<file path="config.mk">
export PLATFORM = sky130hd
export DESIGN_NAME = nvs_host
export DESIGN_NICKNAME = d
export VERILOG_FILES = /design/src/shared/nvs_pkg.sv /design/src/shared/nvs_acc_if.sv /design/src/rtl/nvs_acc_eng.sv /design/src/rtl/nvs_host.sv
export SDC_FILE = /design/constraint.sdc
export NUM_CORES = 1
export LEC_CHECK = 0
export BUFFER_PORTS_ARGS = -buffer_cell sky130_fd_sc_hd__buf_2
export CORE_MARGIN = 4
export CORE_UTILIZATION = 53
export CTS_BUF_LIST = sky130_fd_sc_hd__clkbuf_8
export DETAILED_ROUTE_END_ITERATION = 16
export HOLD_SLACK_MARGIN = 0.08
export PLACE_DENSITY = 0.78
export SLEW_MARGIN = 30
export SYNTH_ARGS = -nofsm -noshare
export SYNTH_HDL_FRONTEND = slang
export SYNTH_SLANG_ARGS = --single-unit
</file>
<file path="constraint.sdc">
create_clock -name core_clk -period 2.39 [get_ports core_clk]
set_input_delay 0.239 -clock core_clk [delete_from_list [all_inputs] [get_ports core_clk]]
set_output_delay 0.239 -clock core_clk [all_outputs]
set_load 0.005 [all_outputs]
</file>
<file path="src/shared/nvs_pkg.sv">
/*
  Constants shared by the nonvolatile access sequencer: the map of the
  device registers reached over the device bus, the control bit layout
  and the map of the software port. Assumes one clock domain.
*/
package nvs_pkg;

  // Device register map on the device bus
  localparam logic [7:0] DEV_CELL_INDEX_ADDR    = 8'h10;
  localparam logic [7:0] DEV_CELL_BYTE_ADDR     = 8'h11;
  localparam logic [7:0] DEV_POINTER_LOW_ADDR   = 8'h03;
  localparam logic [7:0] DEV_POINTER_HIGH_ADDR  = 8'h04;
  localparam logic [7:0] DEV_INDIRECT_PORT_ADDR = 8'h02;
  localparam logic [7:0] DEV_IRQ_CTRL_ADDR      = 8'h0E;

  // Pointer values that select nv_control in sector 1, and the sector 0 value that deselects it
  localparam logic [7:0] NV_CONTROL_PTR_LOW  = 8'h40;
  localparam logic [7:0] NV_CONTROL_SECTOR   = 8'h01;
  localparam logic [7:0] SECTOR0_SELECT      = 8'h00;

  // nv_control bit positions and clear value, plus the IRQ control gate bit and the cell index width
  localparam int FETCH_GO_BIT       = 0;
  localparam int FETCH_PERMIT_BIT   = 1;
  localparam int PROG_GO_BIT        = 2;
  localparam int PROG_PERMIT_BIT    = 3;
  localparam int GLOBAL_IRQ_GATE_BIT = 0;
  localparam int CELL_INDEX_W       = 5;
  localparam logic [7:0] NV_CONTROL_CLEAR = 8'h00;

  // Software port offsets
  localparam logic [3:0] SW_CTRL_OFS     = 4'h0;
  localparam logic [3:0] SW_ADDR_OFS     = 4'h1;
  localparam logic [3:0] SW_WDATA_OFS    = 4'h2;
  localparam logic [3:0] SW_RDATA_OFS    = 4'h3;
  localparam logic [3:0] SW_STATUS_OFS   = 4'h4;
  localparam logic [3:0] SW_IRQ_STAT_OFS = 4'h5;
  localparam logic [3:0] SW_IRQ_MASK_OFS = 4'h6;

  // CTRL fields
  localparam int CTRL_START_READ_BIT  = 0;
  localparam int CTRL_START_WRITE_BIT = 1;
  localparam int CTRL_VERIFY_BIT      = 2;
  localparam logic CTRL_VERIFY_RST    = 1'b0;

  // Event bits, shared by IRQ status and mask
  localparam int EV_W            = 4;
  localparam int EV_READ_DONE    = 0;
  localparam int EV_WRITE_DONE   = 1;
  localparam int EV_VERIFY_FAIL  = 2;
  localparam int EV_TIMEOUT      = 3;
  localparam logic [3:0] IRQ_MASK_RST = 4'h0;

  // Polls of a busy start bit before giving up
  localparam int POLL_LIMIT_DEF = 65536;

  typedef enum logic [3:0] {
    NVS_IDLE   = 4'h0,
    NVS_W_IDX  = 4'h1,
    NVS_W_DAT  = 4'h3,
    NVS_W_PLO  = 4'h2,
    NVS_W_PHI  = 4'h6,
    NVS_W_GOFF = 4'h7,
    NVS_W_PERM = 4'h5,
    NVS_W_GO   = 4'h4,
    NVS_W_GON  = 4'hC,
    NVS_POLL   = 4'hD,
    NVS_CLRCTL = 4'hF,
    NVS_CLRPHI = 4'hE,
    NVS_R_DATA = 4'hA,
    NVS_FINISH = 4'hB
  } nvs_state_type;

endpackage

</file>
<file path="src/shared/nvs_acc_if.sv">
/*
  Carrier between the sequencer and its device bus engine: one access
  request with its answer. Assumes both ends on core_clk.
*/
`timescale 1ns/100ps
interface nvs_acc_if;
  logic       req;
  logic       wr;
  logic [7:0] addr;
  logic [7:0] wdata;
  logic       ready;
  logic       rdone;
  logic [7:0] rdata;

  modport seq (output req, output wr, output addr, output wdata,
               input ready, input rdone, input rdata);
  modport eng (input req, input wr, input addr, input wdata,
               output ready, output rdone, output rdata);
endinterface

</file>
<file path="src/rtl/nvs_acc_eng.sv">
/*
  Device bus engine: turns one accepted request into a one-cycle strobe
  on the device bus. Write data and read strobes leave from flip-flops.
  Assumes the device answers a read in the cycle after its strobe.
*/
`timescale 1ns/100ps
module nvs_acc_eng (
  input  wire logic       core_clk,
  input  wire logic       sys_rst,
  nvs_acc_if.eng          acc,
  output logic [7:0]      dev_addr,
  output logic [7:0]      dev_wdata,
  output logic            dev_wr,
  output logic            dev_rd,
  input  wire logic [7:0] dev_rdata
);

  logic       wr_r,   wr_nxt;
  logic       rd_r,   rd_nxt;
  logic       wait_r, wait_nxt;
  logic [7:0] addr_r, addr_nxt;
  logic [7:0] data_r, data_nxt;
  logic       take;

  // A read blocks new requests until its answer is back
  assign acc.ready = !rd_r && !wait_r;
  assign take      = acc.req && acc.ready;
  assign acc.rdone = wait_r;
  assign acc.rdata = dev_rdata;

  always_comb begin
    wr_nxt   = take && acc.wr;
    rd_nxt   = take && !acc.wr;
    wait_nxt = rd_r;
    addr_nxt = take ? acc.addr : addr_r;
    data_nxt = take ? acc.wdata : data_r;
  end

  always_ff @(posedge core_clk or posedge sys_rst) begin
    if (sys_rst) begin
      wr_r   <= 1'b0;
      rd_r   <= 1'b0;
      wait_r <= 1'b0;
      addr_r <= 8'h00;
      data_r <= 8'h00;
    end else begin
      wr_r   <= wr_nxt;
      rd_r   <= rd_nxt;
      wait_r <= wait_nxt;
      addr_r <= addr_nxt;
      data_r <= data_nxt;
    end
  end

  assign dev_wr    = wr_r;
  assign dev_rd    = rd_r;
  assign dev_addr  = addr_r;
  assign dev_wdata = data_r;

endmodule

</file>
<file path="src/rtl/nvs_host.sv">
/*
  Host sequencer for single-byte reads and writes of a 32 x 8 data store
  reached through address, data, pointer and indirect registers of the
  device. Software orders transfers through a small register port.
  Assumes the device bus and software port run on core_clk.
*/
`timescale 1ns/100ps
module nvs_host #(
  parameter int POLL_LIMIT = nvs_pkg::POLL_LIMIT_DEF
) (
  input  wire logic       core_clk,
  input  wire logic       sys_rst,
  input  wire logic [3:0] sw_addr,
  input  wire logic [7:0] sw_wdata,
  input  wire logic       sw_wr,
  input  wire logic       sw_rd,
  output logic [7:0]      sw_rdata,
  output logic            irq,
  input  wire logic       sleep_req,
  output logic            sleep_ok,
  output logic [7:0]      dev_addr,
  output logic [7:0]      dev_wdata,
  output logic            dev_wr,
  output logic            dev_rd,
  input  wire logic [7:0] dev_rdata
);

  if (POLL_LIMIT < 1 || POLL_LIMIT > 32'h00FF_FFFF) begin : g_chk
    $error("POLL_LIMIT out of range");
  end

  nvs_acc_if acc ();

  nvs_acc_eng u_eng (
    .core_clk  (core_clk),
    .sys_rst   (sys_rst),
    .acc       (acc.eng),
    .dev_addr  (dev_addr),
    .dev_wdata (dev_wdata),
    .dev_wr    (dev_wr),
    .dev_rd    (dev_rd),
    .dev_rdata (dev_rdata)
  );

  localparam int IW = nvs_pkg::CELL_INDEX_W;
  localparam int EW = nvs_pkg::EV_W;

  nvs_pkg::nvs_state_type state_r, state_nxt;
  logic          op_wr_r,   op_wr_nxt;
  logic          vphase_r,  vphase_nxt;
  logic          pend_r,    pend_nxt;
  logic          tmo_r,     tmo_nxt;
  logic [23:0]   poll_r,    poll_nxt;
  logic [IW-1:0] index_r,   index_nxt;
  logic [7:0]    wbyte_r,   wbyte_nxt;
  logic [7:0]    rbyte_r,   rbyte_nxt;
  logic          verify_r,  verify_nxt;
  logic [EW-1:0] stat_r,    stat_nxt;
  logic [EW-1:0] mask_r,    mask_nxt;
  logic [7:0]    rdata_r,   rdata_nxt;
  logic [EW-1:0] ev;
  logic          ack;
  logic          go_busy;
  logic [7:0]    permit_val;
  logic [7:0]    go_val;
  logic          start_rd;
  logic          start_wr;
  logic          ctrl_wr;

  assign ack     = acc.req && acc.ready;
  assign ctrl_wr = sw_wr && (sw_addr == nvs_pkg::SW_CTRL_OFS);
  // Starts are refused while busy or while a power-down is pending
  assign start_rd = ctrl_wr && sw_wdata[nvs_pkg::CTRL_START_READ_BIT]
                    && (state_r == nvs_pkg::NVS_IDLE) && !sleep_req;
  // Write wins if software sets both start bits in one access
  assign start_wr = ctrl_wr && sw_wdata[nvs_pkg::CTRL_START_WRITE_BIT]
                    && (state_r == nvs_pkg::NVS_IDLE) && !sleep_req;

  // Only one permit and one go bit per op, never both go bits
  always_comb begin
    permit_val = 8'h00;
    go_val     = 8'h00;
    if (op_wr_r) begin
      permit_val[nvs_pkg::PROG_PERMIT_BIT] = 1'b1;
      go_val[nvs_pkg::PROG_PERMIT_BIT]     = 1'b1;
      go_val[nvs_pkg::PROG_GO_BIT]         = 1'b1;
    end else begin
      permit_val[nvs_pkg::FETCH_PERMIT_BIT] = 1'b1;
      go_val[nvs_pkg::FETCH_PERMIT_BIT]     = 1'b1;
      go_val[nvs_pkg::FETCH_GO_BIT]         = 1'b1;
    end
  end

  // Device clears the go bit itself at the end of its cycle
  assign go_busy = op_wr_r ? acc.rdata[nvs_pkg::PROG_GO_BIT]
                           : acc.rdata[nvs_pkg::FETCH_GO_BIT];

  always_comb begin
    state_nxt  = state_r;
    op_wr_nxt  = op_wr_r;
    vphase_nxt = vphase_r;
    pend_nxt   = pend_r;
    tmo_nxt    = tmo_r;
    poll_nxt   = poll_r;
    rbyte_nxt  = rbyte_r;
    ev         = '0;
    acc.req    = 1'b0;
    acc.wr     = 1'b1;
    acc.addr   = nvs_pkg::DEV_INDIRECT_PORT_ADDR;
    acc.wdata  = nvs_pkg::NV_CONTROL_CLEAR;
    case (state_r)
      nvs_pkg::NVS_IDLE: begin
        if (start_rd || start_wr) begin
          op_wr_nxt  = start_wr;
          vphase_nxt = 1'b0;
          tmo_nxt    = 1'b0;
          state_nxt  = nvs_pkg::NVS_W_IDX;
        end
      end
      nvs_pkg::NVS_W_IDX: begin
        acc.req   = 1'b1;
        acc.addr  = nvs_pkg::DEV_CELL_INDEX_ADDR;
        acc.wdata = {{(8-IW){1'b0}}, index_r};
        if (ack) begin
          state_nxt = op_wr_r ? nvs_pkg::NVS_W_DAT : nvs_pkg::NVS_W_PLO;
        end
      end
      nvs_pkg::NVS_W_DAT: begin
        acc.req   = 1'b1;
        acc.addr  = nvs_pkg::DEV_CELL_BYTE_ADDR;
        acc.wdata = wbyte_r;
        if (ack) begin
          state_nxt = nvs_pkg::NVS_W_PLO;
        end
      end
      nvs_pkg::NVS_W_PLO: begin
        acc.req   = 1'b1;
        acc.addr  = nvs_pkg::DEV_POINTER_LOW_ADDR;
        acc.wdata = nvs_pkg::NV_CONTROL_PTR_LOW;
        if (ack) begin
          state_nxt = nvs_pkg::NVS_W_PHI;
        end
      end
      nvs_pkg::NVS_W_PHI: begin
        acc.req   = 1'b1;
        acc.addr  = nvs_pkg::DEV_POINTER_HIGH_ADDR;
        acc.wdata = nvs_pkg::NV_CONTROL_SECTOR;
        if (ack) begin
          state_nxt = op_wr_r ? nvs_pkg::NVS_W_GOFF : nvs_pkg::NVS_W_PERM;
        end
      end
      nvs_pkg::NVS_W_GOFF: begin
        acc.req   = 1'b1;
        acc.addr  = nvs_pkg::DEV_IRQ_CTRL_ADDR;
        acc.wdata = 8'h00;
        if (ack) begin
          state_nxt = nvs_pkg::NVS_W_PERM;
        end
      end
      nvs_pkg::NVS_W_PERM: begin
        acc.req   = 1'b1;
        acc.wdata = permit_val;
        if (ack) begin
          state_nxt = nvs_pkg::NVS_W_GO;
        end
      end
      nvs_pkg::NVS_W_GO: begin
        // The engine stalls a request only behind a read, so this strobe follows the
        // permit write strobe in the very next cycle
        acc.req   = 1'b1;
        acc.wdata = go_val;
        if (ack) begin
          poll_nxt  = '0;
          pend_nxt  = 1'b0;
          state_nxt = op_wr_r ? nvs_pkg::NVS_W_GON : nvs_pkg::NVS_POLL;
        end
      end
      nvs_pkg::NVS_W_GON: begin
        acc.req   = 1'b1;
        acc.addr  = nvs_pkg::DEV_IRQ_CTRL_ADDR;
        acc.wdata = 8'h00;
        acc.wdata[nvs_pkg::GLOBAL_IRQ_GATE_BIT] = 1'b1;
        if (ack) begin
          state_nxt = nvs_pkg::NVS_POLL;
        end
      end
      nvs_pkg::NVS_POLL: begin
        acc.req = !pend_r;
        acc.wr  = 1'b0;
        if (ack) begin
          pend_nxt = 1'b1;
        end
        if (acc.rdone) begin
          pend_nxt = 1'b0;
          if (!go_busy) begin
            state_nxt = nvs_pkg::NVS_CLRCTL;
          end else if (poll_r == 24'(POLL_LIMIT - 1)) begin
            tmo_nxt   = 1'b1;
            state_nxt = nvs_pkg::NVS_CLRCTL;
          end else begin
            poll_nxt = poll_r + 24'h00_0001;
          end
        end
      end
      nvs_pkg::NVS_CLRCTL: begin
        acc.req   = 1'b1;
        acc.wdata = nvs_pkg::NV_CONTROL_CLEAR;
        if (ack) begin
          state_nxt = nvs_pkg::NVS_CLRPHI;
        end
      end
      nvs_pkg::NVS_CLRPHI: begin
        acc.req   = 1'b1;
        acc.addr  = nvs_pkg::DEV_POINTER_HIGH_ADDR;
        acc.wdata = nvs_pkg::SECTOR0_SELECT;
        if (ack) begin
          if (tmo_r) begin
            state_nxt = nvs_pkg::NVS_FINISH;
          end else if (!op_wr_r) begin
            pend_nxt  = 1'b0;
            state_nxt = nvs_pkg::NVS_R_DATA;
          end else if (verify_r) begin
            op_wr_nxt  = 1'b0;
            vphase_nxt = 1'b1;
            state_nxt  = nvs_pkg::NVS_W_IDX;
          end else begin
            state_nxt = nvs_pkg::NVS_FINISH;
          end
        end
      end
      nvs_pkg::NVS_R_DATA: begin
        acc.req  = !pend_r;
        acc.wr   = 1'b0;
        acc.addr = nvs_pkg::DEV_CELL_BYTE_ADDR;
        if (ack) begin
          pend_nxt = 1'b1;
        end
        if (acc.rdone) begin
          pend_nxt  = 1'b0;
          rbyte_nxt = acc.rdata;
          state_nxt = nvs_pkg::NVS_FINISH;
        end
      end
      nvs_pkg::NVS_FINISH: begin
        if (tmo_r) begin
          ev[nvs_pkg::EV_TIMEOUT] = 1'b1;
        end else if (vphase_r) begin
          ev[nvs_pkg::EV_WRITE_DONE]  = 1'b1;
          ev[nvs_pkg::EV_VERIFY_FAIL] = (rbyte_r != wbyte_r);
        end else if (op_wr_r) begin
          ev[nvs_pkg::EV_WRITE_DONE] = 1'b1;
        end else begin
          ev[nvs_pkg::EV_READ_DONE] = 1'b1;
        end
        state_nxt = nvs_pkg::NVS_IDLE;
      end
      default: begin
        state_nxt = nvs_pkg::NVS_IDLE;
      end
    endcase
  end

  // Software registers; status read clears, a same-cycle event wins
  always_comb begin
    index_nxt  = index_r;
    wbyte_nxt  = wbyte_r;
    verify_nxt = verify_r;
    mask_nxt   = mask_r;
    stat_nxt   = stat_r;
    rdata_nxt  = 8'h00;
    if (ctrl_wr) begin
      verify_nxt = sw_wdata[nvs_pkg::CTRL_VERIFY_BIT];
    end
    if (sw_wr && sw_addr == nvs_pkg::SW_ADDR_OFS && state_r == nvs_pkg::NVS_IDLE) begin
      index_nxt = sw_wdata[IW-1:0];
    end
    if (sw_wr && sw_addr == nvs_pkg::SW_WDATA_OFS && state_r == nvs_pkg::NVS_IDLE) begin
      wbyte_nxt = sw_wdata;
    end
    if (sw_wr && sw_addr == nvs_pkg::SW_IRQ_MASK_OFS) begin
      mask_nxt = sw_wdata[EW-1:0];
    end
    if (sw_rd) begin
      case (sw_addr)
        nvs_pkg::SW_CTRL_OFS: begin
          rdata_nxt[nvs_pkg::CTRL_VERIFY_BIT] = verify_r;
        end
        nvs_pkg::SW_ADDR_OFS:     rdata_nxt = {{(8-IW){1'b0}}, index_r};
        nvs_pkg::SW_WDATA_OFS:    rdata_nxt = wbyte_r;
        nvs_pkg::SW_RDATA_OFS:    rdata_nxt = rbyte_r;
        nvs_pkg::SW_STATUS_OFS:   rdata_nxt = {7'h00, state_r != nvs_pkg::NVS_IDLE};
        nvs_pkg::SW_IRQ_STAT_OFS: rdata_nxt = {{(8-EW){1'b0}}, stat_r};
        nvs_pkg::SW_IRQ_MASK_OFS: rdata_nxt = {{(8-EW){1'b0}}, mask_r};
        default:                  rdata_nxt = 8'h00;
      endcase
      if (sw_addr == nvs_pkg::SW_IRQ_STAT_OFS) begin
        stat_nxt = '0;
      end
    end
    stat_nxt = stat_nxt | ev;
  end

  always_ff @(posedge core_clk or posedge sys_rst) begin
    if (sys_rst) begin
      state_r  <= nvs_pkg::NVS_IDLE;
      op_wr_r  <= 1'b0;
      vphase_r <= 1'b0;
      pend_r   <= 1'b0;
      tmo_r    <= 1'b0;
      poll_r   <= '0;
      rbyte_r  <= 8'h00;
      index_r  <= '0;
      wbyte_r  <= 8'h00;
      verify_r <= nvs_pkg::CTRL_VERIFY_RST;
      mask_r   <= nvs_pkg::IRQ_MASK_RST;
      stat_r   <= '0;
      rdata_r  <= 8'h00;
    end else begin
      state_r  <= state_nxt;
      op_wr_r  <= op_wr_nxt;
      vphase_r <= vphase_nxt;
      pend_r   <= pend_nxt;
      tmo_r    <= tmo_nxt;
      poll_r   <= poll_nxt;
      rbyte_r  <= rbyte_nxt;
      index_r  <= index_nxt;
      wbyte_r  <= wbyte_nxt;
      verify_r <= verify_nxt;
      mask_r   <= mask_nxt;
      stat_r   <= stat_nxt;
      rdata_r  <= rdata_nxt;
    end
  end

  assign sw_rdata = rdata_r;
  assign irq      = |(stat_r & mask_r);
  // Power-down only allowed once every device access is over
  assign sleep_ok = (state_r == nvs_pkg::NVS_IDLE);

endmodule

</file>
==> flow_metrics.py, run 1 <==
metrics = {
    "power_and_ir_drop": {
        "p_leak_nw": 2.33,
        "power_density_nw_per_um2": 959,
        "vdd_drop_max_mv": 0.593,
        "power_w": 0.00505,
    },
    "global_routing": {
        "gr-total-overflow": 0,
        "grt_max_degree": 87,
        "grt_pass1_vias": 3831,
        "grt_pass1_wl_mm": 18.4,
        "antenna_found_initial": 0,
        "grt.total_usage_pct": 22.3,
    },
    "critical_path": {
        "end_kind": "flip-flop",
        "cp_data_arrival_time_ns": 2.52,
        "path_max_fanout": 11,
        "crit_type": "flip-flop to flip-flop",
        "cp.required_ns": 2.64,
        "start_kind": "flip-flop",
    },
    "die": {
        "io_pins": 53,
        "die_area_um2": 10400,
        "coreArea_um2": 8380,
        "start_util_pct": 55.8,
        "std_cell_rows": 33,
        "die_w_um": 102,
        "die_h_um": 102,
    },
    "clock_network": {
        "htreeDepth": 3,
        "cts.reportedPaths.clkPinSlew_ns": 0.09,
        "cts_sinks": 86,
        "clock_path_buffers": 2,
        "clock_latency_ns": 0.36,
        "cts-root-buf": "clkbuf_8",
        "post_cts_buffers": 0,
        "cts_tree": "done",
        "cts_buffers": 9,
    },
    "synthesis": {
        "synth_cell_types": 64,
        "avgSynthCellArea_um2": 9.99,
        "synth_area_um2": 4670,
        "yosysWarnings": 0,
        "synth_simple_gate_area_share_pct": 18.3,
        "yosys.area_share.xor_xnor_pct": 2.44,
        "synth_fa_ha_area_share_pct": 0.268,
        "synth_edf_count": 0,
        "synth_cells": 468,
        "synth-compound-area-share_pct": 18.2,
        "synthMuxAreaShare_pct": 11.0,
        "synth-seq-cells": 86,
        "async_flop_share_pct": 100,
        "synth-seq-area-share_pct": 46.1,
        "synth_top_flop_cell": "dfrtp_1",
        "synth_top_family_by_area": "simple AND/OR/NAND/NOR gates",
    },
    "cells_and_area": {
        "final_util_pct": 62.8,
        "seqCellArea_um2": 2150,
        "final_common_cell": "dfrtp_1",
        "diodes": 0,
        "drive_gt1_share_pct": 24.5,
        "fill_cells": 700,
        "multi_input_comb_area_um2": 2360,
        "mostFrequentLayoutCells": "dfrtp_1 (86), buf_2 (49), o21ai_0 (41)",
        "fin_nets": 544,
        "syn_to_final_growth_pct": 12.6,
    },
    "sta": {
        "tns_ns": 0,
        "rsz0062_at_grt": "false",
        "hold_violations": 0,
        "drv_slew": 0,
        "finalSetupViolCount": 0,
        "worstMarginPinSlew_ns": 0.625,
        "fin_worst_skew_ns": 0.00931,
        "fmax_mhz": 441,
        "period_minus_slack_ns": 2.27,
        "fin_crit_sh_pct": 94.8,
        "post-route-worst-setup-slack_ns": 0.124,
        "maxSlewHeadroom_pct": 58.1,
    },
    "placed_design": {
        "place_hpwl_mm": 7.83,
        "gp_congestion": 0.935,
        "dp_slack_ns": -0.0177,
        "io_buffers": 49,
    },
    "drt": {
        "wirelength_mm": 11.0,
        "vias_per_cell": 6.21,
        "drc_errors": 0,
        "vias": 3901,
        "wl_per_cell_um": 17.5,
        "dr.pass1.iters": 4,
        "drtIter0Drc": 214,
        "final_antenna_net_count": 0,
    },
    "status": {
        "status": "finished, final reports clean",
    },
    "job": {
        "drv_cap": 0,
    },
    "worst_hold_path": {
        "worstHoldPathType": "input port to flip-flop",
    },
}
-- sequential cells by signal, summed over array words and instances (netlist names), 4 cells and up --
register	cells
u_eng.dev_addr	5
rbyte_r	8
sw_rdata	8
u_eng.dev_wdata	8
wbyte_r	8
mask_r	4
stat_r	4
poll_r	24
index_r	5
state_r	4
-- power by group --
part | switching, W | leakage (nW) | internal, W
Clock | 0.000556 | 0.0968 | 0.000495
Sequential | 0.000317 | 1.14 | 0.00173
Combinational | 0.00109 | 1.09 | 0.000864
-- final timing paths --
kind	from	to	slack [ns]	cells past startpoint
worst max register to register	state_r[2]	state_r[0]	0.12	8
worst min-delay path	dev_rdata[1]	rbyte_r[1]	0.1	2
worst max-delay path	state_r[2]	state_r[0]	0.12	8
min in group asynchronous	sys_rst	poll_r[9]	0.49	4
worst min register to register	u_eng.dev_rd	u_eng.acc.rdone	0.47	0
max in group asynchronous	sys_rst	state_r[1]	1.47	4
-- timing repair --
action,in CTS,in global routing
gates resized for setup,1,0
hold buffers,1,0
endpoints found under the hold margin,86,0
setup endpoints to repair,7,0
-- per-layer routing --
| metal | global-route usage [%] | share of wire, % | up-vias |
|---|---|---|---|
| met5 | 0 | 0 | - |
| met4 | 8.78 | 2.5 | 0 |
| met3 | 4.37 | 5.2 | 24 |
| met2 | 35.6 | 48 | 120 |
| met1 | 30.0 | 44 | 1922 |
| li1 | - | - | 1835 |
-- area by class of cell --
| type | count | area share [%] |
|---|---|---|
| multi-input cells | 348 | 44.9 |
| flip-flops and latches | 86 | 40.9 |
| repair buffers | 65 | 7.23 |
| well taps | 105 | 2.50 |
| clock buffers | 9 | 2.35 |
| clock inverters | 7 | 1.52 |
| inverters | 8 | 0.642 |
-- worst max-delay path: stages, from the launching register on --
cell and delay, ns:
dfrtp_1 0.49, buf_4 0.22, nor2_1 0.19, nand2_1 0.19, inv_1 0.24, o31ai_4 0.15, o221ai_2 0.13, o21bai_4 0.20
mux2_2 0.35
-- cell families (layout without fill, tap and decap cells) --
kind of cell,count (synthesis),count (layout)
multiplexers,47,47
AND/OR/NAND/NOR,162,162
adder cells (fa/ha/maj),1,1
buffers and inverters,36,89
other,1,3
XOR/XNOR,13,13
AO/OA/AOI/OAI,122,122
flip-flops,86,86
-- cell usage after synthesis (all sizes together) (6+ instances only) --
master  instances  area (um^2)
a21oi          20          100
nand2b         10         62.6
clkbuf         16         60.1
o31ai          15          126
buf            12         81.3
mux2           33          372
nor4            7         43.8
or4             6         45.0
nand3          11         55.1
dfrtp          86         2150
inv             8         30.0
nand4          11         68.8
nor3            8         40.0
nand2          39          146
xor2           12          105
nor2           31          116
nor2b           7         43.8
o21ai          42          214
mux2i          14          140
and2            6         37.5
or3            10         62.6
a22o            6         52.6
-- stage by stage --
stage          area (um^2)  hold WS [ns]  cells
3_3_place_gp          5040         0.399    611
5_1_grt               5260        0.0910    628
6_report              5260        0.0985    628
3_5_place_dp          5040         0.403    611
4_1_cts               5260        0.0910    628
2_1_floorplan         4680         0.312    470
(Power assumes the default switching activity.)
==> run 2, diff against run 1 <==
ABC_CLOCK_PERIOD_IN_PS = 2390   (was not set)
RECOVER_POWER = 100   (was not set)
==> run 2 against run 1 <==
  * Global-route usage unchanged
  * Sequential share of layout area grew 0.41 points
  * Die area is the same
  * Maximum frequency down 2.1%
  * Combinational power down 2%
  * Highest routed layer unchanged
  * Routed wire length decreased by 0.26%
  * Power shrank 0.79%
  * First-iteration DRC count rose by 3.7%
  * Sequential power about the same
  * Utilization is 0.63 points lower
  * Via count up 0.56%
==> flow_metrics.py, run 2 (synthesis gave the netlist of run 1 again) <==
metrics = {
    "cells_and_area": {
        "largest_reg_flops": 24,
        "regMostFlops": "poll_r",
        "final_common_cell": "dfrtp_1",
        "mostFrequentLayoutCells": "dfrtp_1 (86), o21ai_0 (41), nand2_1 (39)",
        "syn_to_final_growth_pct": 11.5,
        "fin_nets": 544,
        "diodes": 0,
        "finalNonFillerCells": 628,
        "drive_gt1_share_pct": 21.2,
    },
    "clock_network": {
        "cts.reportedPaths.clkPinSlew_ns": 0.09,
        "cts-root-buf": "clkbuf_8",
        "clock_latency_ns": 0.37,
        "cts_tree": "done",
        "cts_buffers": 9,
        "cts_sinks": 86,
        "clock_path_buffers": 2,
        "htreeDepth": 3,
    },
    "global_routing": {
        "grt_pass1_wl_mm": 18.4,
        "grt.total_usage_pct": 22.3,
        "grtUsageMet1_pct": 30.0,
        "gr-total-overflow": 0,
        "use_met3_pct": 4.37,
        "antenna_found_initial": 0,
        "grt_pass1_vias": 3831,
        "grt_max_degree": 87,
        "grt.busiest_layer": "met2",
        "globalRouteMet2Util_pct": 35.6,
    },
    "critical_path": {
        "crit_type": "flip-flop to flip-flop",
        "path_cells": "buf_4 -> nor2_1 -> nand2_1 -> inv_1 -> o31ai_2 -> o221ai_2 -> o21bai_1 -> mux2_2",
        "cp.required_ns": 2.64,
        "rr_startpoint": "state_r[2]",
        "start_kind": "flip-flop",
        "reg2reg_depth": 8,
        "reg2reg_slack_ns": 0.07,
        "worst_r2r_endpoint": "state_r[0]",
        "end_kind": "flip-flop",
        "cp_data_arrival_time_ns": 2.57,
        "crit_end": "state_r[0]",
        "critPathMaxStageDelay_ns": 0.48,
        "cp_slowest_cell": "dfrtp_1",
        "path_max_fanout": 11,
        "crit_start": "state_r[2]",
    },
    "sta": {
        "period_minus_slack_ns": 2.32,
        "worstMarginPinSlew_ns": 1.18,
        "rsz0062_at_grt": "false",
        "maxSlewHeadroom_pct": 21.6,
        "drv_slew": 0,
        "tns_ns": 0,
        "fmax_mhz": 432,
        "finalSetupViolCount": 0,
        "fin_crit_sh_pct": 96.9,
        "hold_violations": 0,
        "timing.hold.ws_ns": 0.0971,
        "fin_worst_skew_ns": 0.0117,
    },
    "worst_hold_path": {
        "worstHoldPathType": "input port to flip-flop",
    },
    "die": {
        "std_cell_rows": 33,
        "die_h_um": 102,
        "start_util_pct": 55.8,
        "die_w_um": 102,
        "die_area_um2": 10400,
        "io_pins": 53,
        "coreArea_um2": 8380,
    },
    "placed_design": {
        "io_buffers": 49,
        "place_hpwl_mm": 7.83,
        "dpl.cell_count": 611,
        "gp_congestion": 0.935,
    },
    "drt": {
        "vias_per_cell": 6.25,
        "wl_per_cell_um": 17.4,
        "dr.pass1.iters": 5,
        "final_antenna_net_count": 0,
        "drc_errors": 0,
        "vias": 3923,
        "wirelength_mm": 10.9,
        "drtIter0Drc": 222,
    },
    "power_and_ir_drop": {
        "vdd_drop_max_mv": 0.604,
        "power_w": 0.00501,
        "p_leak_nw": 2.26,
        "power_density_nw_per_um2": 961,
    },
    "status": {
        "status": "finished, final reports clean",
    },
    "job": {
        "drv_cap": 0,
    },
}
==> run 2: changes by cell type in the layout (fill, tap and decap cells not counted) <==
| cell | delta |
|---|---|
| o31ai_4 | -1 |
| clkbuf_1 | +16 |
| o21bai_4 | -1 |
| o31ai_2 | +1 |
| clkbuf_4 | +1 |
| buf_2 | -16 |
| buf_12 | -1 |
| o21bai_1 | +1 |
==> run 2: layer usage <==
| metal | part of all wire [%] | routed length (um) |
|---|---|---|
| met5 | 0 | 0 |
| met2 | 48 | 5290 |
| met3 | 5.6 | 611 |
| met1 | 44 | 4760 |
| met4 | 2.5 | 269 |
==> run 2: timing repair <==
action | 4_1_cts | 5_1_grt
setup buffers | 0 | 0
endpoints found under the setup margin | 7 | 0
resized for setup | 1 | 0
endpoints found under the hold margin | 86 | 0
hold buffers | 1 | 0
==> run 2: final cells by class <==
class	count	area (um^2)
clock buffer	9	124
clock inverter	7	80.1
fill	706	3170
inverter	8	33.8
multi-input combinational	348	2340
sequential	86	2150
tap	105	131
timing repair buffer	65	348
==> run 2: power by group <==
group          internal [W]  switching (W)  total, W
Clock              0.000495       0.000557   0.00105
Sequential          0.00173       0.000316   0.00205
Combinational      0.000828        0.00108   0.00191
Total               0.00305        0.00196   0.00501
==> run 2: metrics by stage <==
stage | worst slack (ns) | area, um^2 | util, %
CTS | 0.172 | 5260 | 62.8
detailed placement | -0.0177 | 5040 | 60.2
floorplan | 0.427 | 4680 | -
global route | 0.00425 | 5210 | 62.2
global placement | 0.0765 | 5040 | 60.2
finish | 0.0743 | 5210 | 62.2
==> run 2: how the worst min path moves through the flow <==
stage,start,endpoint,slack [ns],cells past startpoint
floorplan,sw_addr[3],sw_rdata[4],0.31,1
CTS,dev_rdata[1],rbyte_r[1],0.09,2
global placement,sys_rst,poll_r[9],0.40,3
global route,dev_rdata[7],rbyte_r[7],0.09,2
detailed placement,sys_rst,poll_r[9],0.40,3
finish,dev_rdata[1],rbyte_r[1],0.1,2
==> run 2: critical path, delay by kind of cell, from the launching register on <==
family          cells  cell delay [ns]
compound gates      3             0.51
buf+inv             2             0.44
flops               1             0.48
mux                 1             0.37
simple gates        2             0.41
